===== src/inc/step_skip_pkg.sv =====
package step_skip_pkg;
    localparam int OPCODE_WIDTH = 12;
    localparam int DATA_WIDTH = 8;
    localparam int FILE_ADDR_WIDTH = 5;
    localparam logic [6:0] OPC_STEP_DOWN = 7'h16;
    localparam logic [6:0] OPC_STEP_UP = 7'h1e;
    localparam logic [11:0] OPC_IDLE = 12'h000;
    localparam logic [7:0] ACC_RESET = 8'h00;
    localparam logic [4:0] FILE_ADDR_RESET = 5'h00;

    typedef enum {
        OP_OTHER,
        OP_STEP_DOWN,
        OP_STEP_UP,
        OP_IDLE
    } instr_kind_e;

    typedef struct packed {
        logic valid;
        logic [11:0] opcode;
    } fetch_s;

    typedef struct packed {
        logic accWrite;
        logic [7:0] accData;
        logic skip;
    } result_s;
endpackage


===== src/rtl/step_skip_decode.sv =====
`timescale 1ns/10ps
module step_skip_decode
    import step_skip_pkg::*;
(
    input wire logic [11:0] opcode,
    output instr_kind_e kind,
    output logic [4:0] fileAddr
);
    always_comb begin
        fileAddr = opcode[4:0];
        if (opcode[11:5] == OPC_STEP_DOWN) begin
            kind = OP_STEP_DOWN;
        end else if (opcode[11:5] == OPC_STEP_UP) begin
            kind = OP_STEP_UP;
        end else if (opcode == OPC_IDLE) begin
            kind = OP_IDLE;
        end else begin
            kind = OP_OTHER;
        end
    end
endmodule


===== src/rtl/step_move_skip_zero.sv =====
`timescale 1ns/10ps
module step_move_skip_zero
    import step_skip_pkg::*;
#(
    parameter int DATA_W = DATA_WIDTH,
    parameter int ADDR_W = FILE_ADDR_WIDTH,
    parameter int OP_W = OPCODE_WIDTH
)
(
    input wire logic clk,
    input wire logic resetn,
    input wire fetch_s fetch,
    input wire logic [7:0] fileData,
    output logic [4:0] fileAddr,
    output logic [7:0] acc,
    output result_s result,
    output logic annulled,
    output logic instrDone
);
    instr_kind_e kind;
    logic [4:0] decAddr;
    logic [7:0] stepped;
    logic consumed;
    logic executes;
    logic stepping;
    logic [7:0] acc_q, acc_d;
    result_s result_q, result_d;
    logic skipPending_q, skipPending_d;
    logic annulled_q, annulled_d;
    logic instrDone_q, instrDone_d;

    // The package carriers fix these widths, so only the defaults can be served
    if (DATA_W != DATA_WIDTH) begin : g_bad_data
        $error("DATA_W must match the accumulator width");
    end

    if (ADDR_W != FILE_ADDR_WIDTH) begin : g_bad_addr
        $error("ADDR_W must match the operand field width");
    end

    if (OP_W != OPCODE_WIDTH) begin : g_bad_op
        $error("OP_W must match the instruction word width");
    end

    // Zero test shared by the skip tracker and the result carrier
    function automatic logic isZero(input logic [7:0] value);
        return (value == 8'h00);
    endfunction

    // Only the two stepping instructions load the accumulator here
    function automatic logic isStep(input instr_kind_e k);
        return (k == OP_STEP_DOWN) || (k == OP_STEP_UP);
    endfunction

    // Eight-bit arithmetic: all ones plus one wraps to zero on purpose
    function automatic logic [7:0] stepValue(input instr_kind_e k, input logic [7:0] value);
        logic [7:0] out;
        out = value;
        if (k == OP_STEP_DOWN) begin
            out = value - 8'h01;
        end else if (k == OP_STEP_UP) begin
            out = value + 8'h01;
        end
        return out;
    endfunction

    step_skip_decode u_decode (
        .opcode(fetch.opcode),
        .kind(kind),
        .fileAddr(decAddr)
    );

    // Operand is read combinationally from the addressed file register.
    // Registering the address would cost a cycle per instruction, so this
    // one output is left combinational.
    assign fileAddr = decAddr;

    // Shared qualifiers for every group below
    always_comb begin
        consumed = fetch.valid;
        executes = fetch.valid && !skipPending_q;
        stepping = executes && isStep(kind);
        stepped = stepValue(kind, fileData);
    end

    // Skip tracker: a zero result owes the next fetched word
    always_comb begin
        skipPending_d = skipPending_q;
        if (consumed && skipPending_q) begin
            // Skipped word is fetched but burns its cycle with no effect
            skipPending_d = 1'b0;
        end else if (stepping) begin
            skipPending_d = isZero(stepped);
        end
    end

    always_ff @(posedge clk) begin
        if (!resetn) begin
            skipPending_q <= 1'b0;
        end else begin
            skipPending_q <= skipPending_d;
        end
    end

    // Accumulator: idle, other and annulled words leave it alone
    always_comb begin
        acc_d = acc_q;
        if (stepping) begin
            acc_d = stepped;
        end
    end

    always_ff @(posedge clk) begin
        if (!resetn) begin
            acc_q <= ACC_RESET;
        end else begin
            acc_q <= acc_d;
        end
    end

    // Result carrier: one-cycle pulse after a stepping word.
    // Status flags live outside this block and are never touched.
    always_comb begin
        result_d = '0;
        if (stepping) begin
            result_d.accWrite = 1'b1;
            result_d.accData = stepped;
            result_d.skip = isZero(stepped);
        end
    end

    always_ff @(posedge clk) begin
        if (!resetn) begin
            result_q <= '0;
        end else begin
            result_q <= result_d;
        end
    end

    // Progress pulses: one per consumed word, annulled ones included
    always_comb begin
        annulled_d = consumed && skipPending_q;
        instrDone_d = consumed;
    end

    always_ff @(posedge clk) begin
        if (!resetn) begin
            annulled_q <= 1'b0;
            instrDone_q <= 1'b0;
        end else begin
            annulled_q <= annulled_d;
            instrDone_q <= instrDone_d;
        end
    end

    assign acc = acc_q;
    assign result = result_q;
    assign annulled = annulled_q;
    assign instrDone = instrDone_q;
endmodule


===== config.mk =====
export PLATFORM = sky130hd
export DESIGN_NAME = step_move_skip_zero
export DESIGN_NICKNAME = d
export VERILOG_FILES = /design/src/inc/step_skip_pkg.sv /design/src/rtl/step_skip_decode.sv /design/src/rtl/step_move_skip_zero.sv
export SDC_FILE = /design/constraint.sdc
export NUM_CORES = 1
export LEC_CHECK = 0
export BUFFER_PORTS_ARGS = -buffer_cell sky130_fd_sc_hd__buf_2
export CELL_PAD_IN_SITES_DETAIL_PLACEMENT = 1
export CELL_PAD_IN_SITES_GLOBAL_PLACEMENT = 2
export CORE_MARGIN = 2
export CORE_UTILIZATION = 26
export CTS_CLUSTER_DIAMETER = 60
export DETAILED_ROUTE_END_ITERATION = 12
export PLACE_DENSITY_LB_ADDON = 0.15
export REMOVE_ABC_BUFFERS = 1
export SLEW_MARGIN = 15
export SYNTH_ARGS = -nofsm -noshare
export SYNTH_HDL_FRONTEND = slang
export SYNTH_SLANG_ARGS = --single-unit

===== constraint.sdc =====
create_clock -name clk -period 2.8 [get_ports clk]
set_input_delay 0.28 -clock clk [delete_from_list [all_inputs] [get_ports clk]]
set_output_delay 0.28 -clock clk [all_outputs]
set_load 0.02 [all_outputs]

==> flow_summary.json <==
{
  "synth_cells": 98,
  "drt-vias-per-instance": 4.54,
  "p_per_area_mw_per_mm2": 421,
  "fmax_ghz": 0.626,
  "core_sq_mm": 0.00342,
  "status": "completed",
  "clock_latency_ns": 0.29,
  "clkTransAtPathRegs_ns": 0.11,
  "cp_max_fo": 5,
  "fin_util_pct": 34.1,
  "io_pins": 48,
  "syn_area_sq_um": 948,
  "ys_warn_count": 0,
  "ctsResizeCount": 0,
  "final_area_sq_mm": 0.00116,
  "critPathSlowestCell": "or4b_1",
  "hold_buffers": 0,
  "htreeDepth": 1,
  "worstMarginPinSlew_ns": 0.420,
  "numCtsBuffers": 3,
  "hold_viol_final": 0,
  "rsz0062_at_grt": "no",
  "path_buf_inv": 1,
  "drt_wl_total_microns": 2160,
  "setup_tns_ns": 0,
  "finalSetupViolCount": 0,
  "fp.dieW_microns": 64.4,
  "drtAntennaViolNets": 0,
  "path_cells": "buf_2, or4b_1, nor2_1, o21ai_1, xor2_1, nand4_1, o21ai_1",
  "cts_tree": "built",
  "layout-drive-gt1-share_pct": 37.9,
  "synthDistinctLibCells": 38,
  "critPathArrivalTime_ns": 1.82,
  "skew_ns": 0.00448,
  "post_cts_buffers": 0,
  "grt_antenna_before_repair": 0,
  "cp_common_cell": "o21ai_1",
  "ys_ff_latch": 21,
  "grt_pass1_wl_microns": 3350,
  "place.gp.congestion": 0.828,
  "drtIter0Drc": 11,
  "start_util_pct": 27.8,
  "crit_path_max_incr_delay_ns": 0.53,
  "mostFrequentLayoutCell": "buf_2",
  "dpl.hpwl_microns": 1780,
  "seq_area_frac_synth_pct": 44.3,
  "overflow": 0,
  "grt_max_degree": 12,
  "first_global_vias": 704,
  "layout_common_cells": "37 x buf_2, 21 x dfxtp_1, 9 x a21o_1",
  "worst_setup_path_start_kind": "primary input",
  "end_kind": "flop",
  "dpl_cell_area_sq_mm": 0.00114,
  "cp.required_ns": 3.03,
  "die_h_microns": 64.4,
  "relSlewSlack_pct": 71.8,
  "io_buffer_count": 37,
  "irDropWorstVdd_mv": 0.120,
  "slew_viol_final": 0,
  "rows": 21,
  "cts.sinks": 21,
  "critical-path-top-delay-family": "simple AND/OR/NAND/NOR gates",
  "clockRootBuffer": "clkbuf_4",
  "clockBufferDepth": 2,
  "yosys.area.top_type_share_pct": 44.3,
  "drc": 0,
  "firstDrtPassIters": 4,
  "finalCritPeriodShare_pct": 57.0,
  "path_class": "in -> reg",
  "route.detailed.wl_per_inst_microns": 12.1,
  "diodes": 0,
  "avgSynthCellArea_sq_um": 9.68,
  "route.vias.total": 809,
  "area_delta_synth_final_pct": 22.7,
  "leakagePower_nw": 0.603,
  "final_nets": 158,
  "ys_top_cells_by_area": "dfxtp_1 44%, a21o_1 7.1%, buf_4 4.0%",
  "grt_usage_pct": 10.5,
  "hold_class": "in -> reg",
  "maxCapViolations": 0,
  "fin_crit_ns": 1.60,
  "yosys.area.top_type": "dfxtp_1",
  "die_area_sq_mm": 0.00415
}
[cell usage after synthesis]
library cell  count
a21boi_2          1
a21o_1            9
a21oi_1           1
a21oi_2           1
a31oi_1           1
and2_1            1
and2_2            1
and3_1            1
and3_4            1
buf_2             1
buf_4             5
buf_6             1
clkinv_2          1
dfxtp_1          21
ha_1              2
inv_1             3
nand2_1           8
nand2_4           1
nand2b_1          1
nand3b_1          1
nand4_1           4
nand4b_1          1
nor2_1            8
nor2_2            1
nor2_8            1
nor3_1            3
nor3b_4           1
nor4_1            1
o21ai_0           1
o21ai_1           2
o22ai_1           2
o31ai_1           1
or2_4             1
or3_1             2
or4_1             1
or4b_1            1
xnor2_1           1
xor2_1            4
[worst register-to-register path, stage by stage, from the launching register on]
cell      delay [ns]
dfxtp_1         0.48
nor2_8          0.08
a21boi_2        0.37
a21o_1          0.18
[kinds of logic after synthesis]
family | share of synthesized area (%)
AND/OR/NAND/NOR | 26.9
flip-flops | 44.3
AO/OA/AOI/OAI | 14.1
buffers and inverters | 7.39
XOR/XNOR | 4.62
adder cells (fa/ha/maj) | 2.64
[registers in the layout (all words and copies together), names as in the netlist]
| signal | cells |
|---|---|
| acc | 8 |
| instrDone | 1 |
| skipPending_q | 1 |
| annulled | 1 |
| result | 10 |
[power by group]
part | total [W] | switching [W] | internal, W
Clock | 0.000137 | 0.0000815 | 0.0000553
Combinational | 0.0000529 | 0.0000319 | 0.0000210
Sequential | 0.000300 | 0.000000418 | 0.000300
[metal layers]
layer / global-route usage, % / routed length (microns) / up-vias
li1: - / - / 404
met4: 6.38 / 18 / 0
met1: 13.9 / 999 / 370
met3: 1.76 / 119 / 2
met5: 0 / 0 / -
met2: 15.9 / 1020 / 33
[final timing paths]
| check | slack [ns] | startpoint | endpoint | cells past startpoint |
|---|---|---|---|---|
| min reg2reg | 0.46 | acc[1]$_SDFFE_PN0P_ | acc[1]$_SDFFE_PN0P_ | 1 |
| max | 1.20 | fetch[10] | skipPending_q$_SDFFE_PP0P_ | 7 |
| max reg2reg | 1.65 | skipPending_q$_SDFFE_PP0P_ | acc[7]$_SDFFE_PN0P_ | 3 |
| min | 0.25 | fileData[0] | result[1]$_SDFF_PN0_ | 2 |
[layout make-up]
class                      instances  area, sq um
fill                             430         2250
multi-input combinational         66          458
sequential                        21          420
timing repair buffer              37          185
tap                               46         57.6
clock buffer                       4         26.3
inverter                           4         16.3
[per-stage QoR]
step / setup slack [ns] / total power, W / hold slack (ns) / instances
after floorplan: 1.13 / 0.000333 / 0.364 / 91
final: 1.20 / 0.000490 / 0.248 / 178
after global routing: 1.08 / 0.000523 / 0.240 / 178
after detailed placement: 0.891 / 0.000361 / 0.437 / 174
after CTS: 1.19 / 0.000500 / 0.240 / 178
after global placement: 0.923 / 0.000360 / 0.429 / 174
Note: power is estimated with default switching activity, not from simulation.
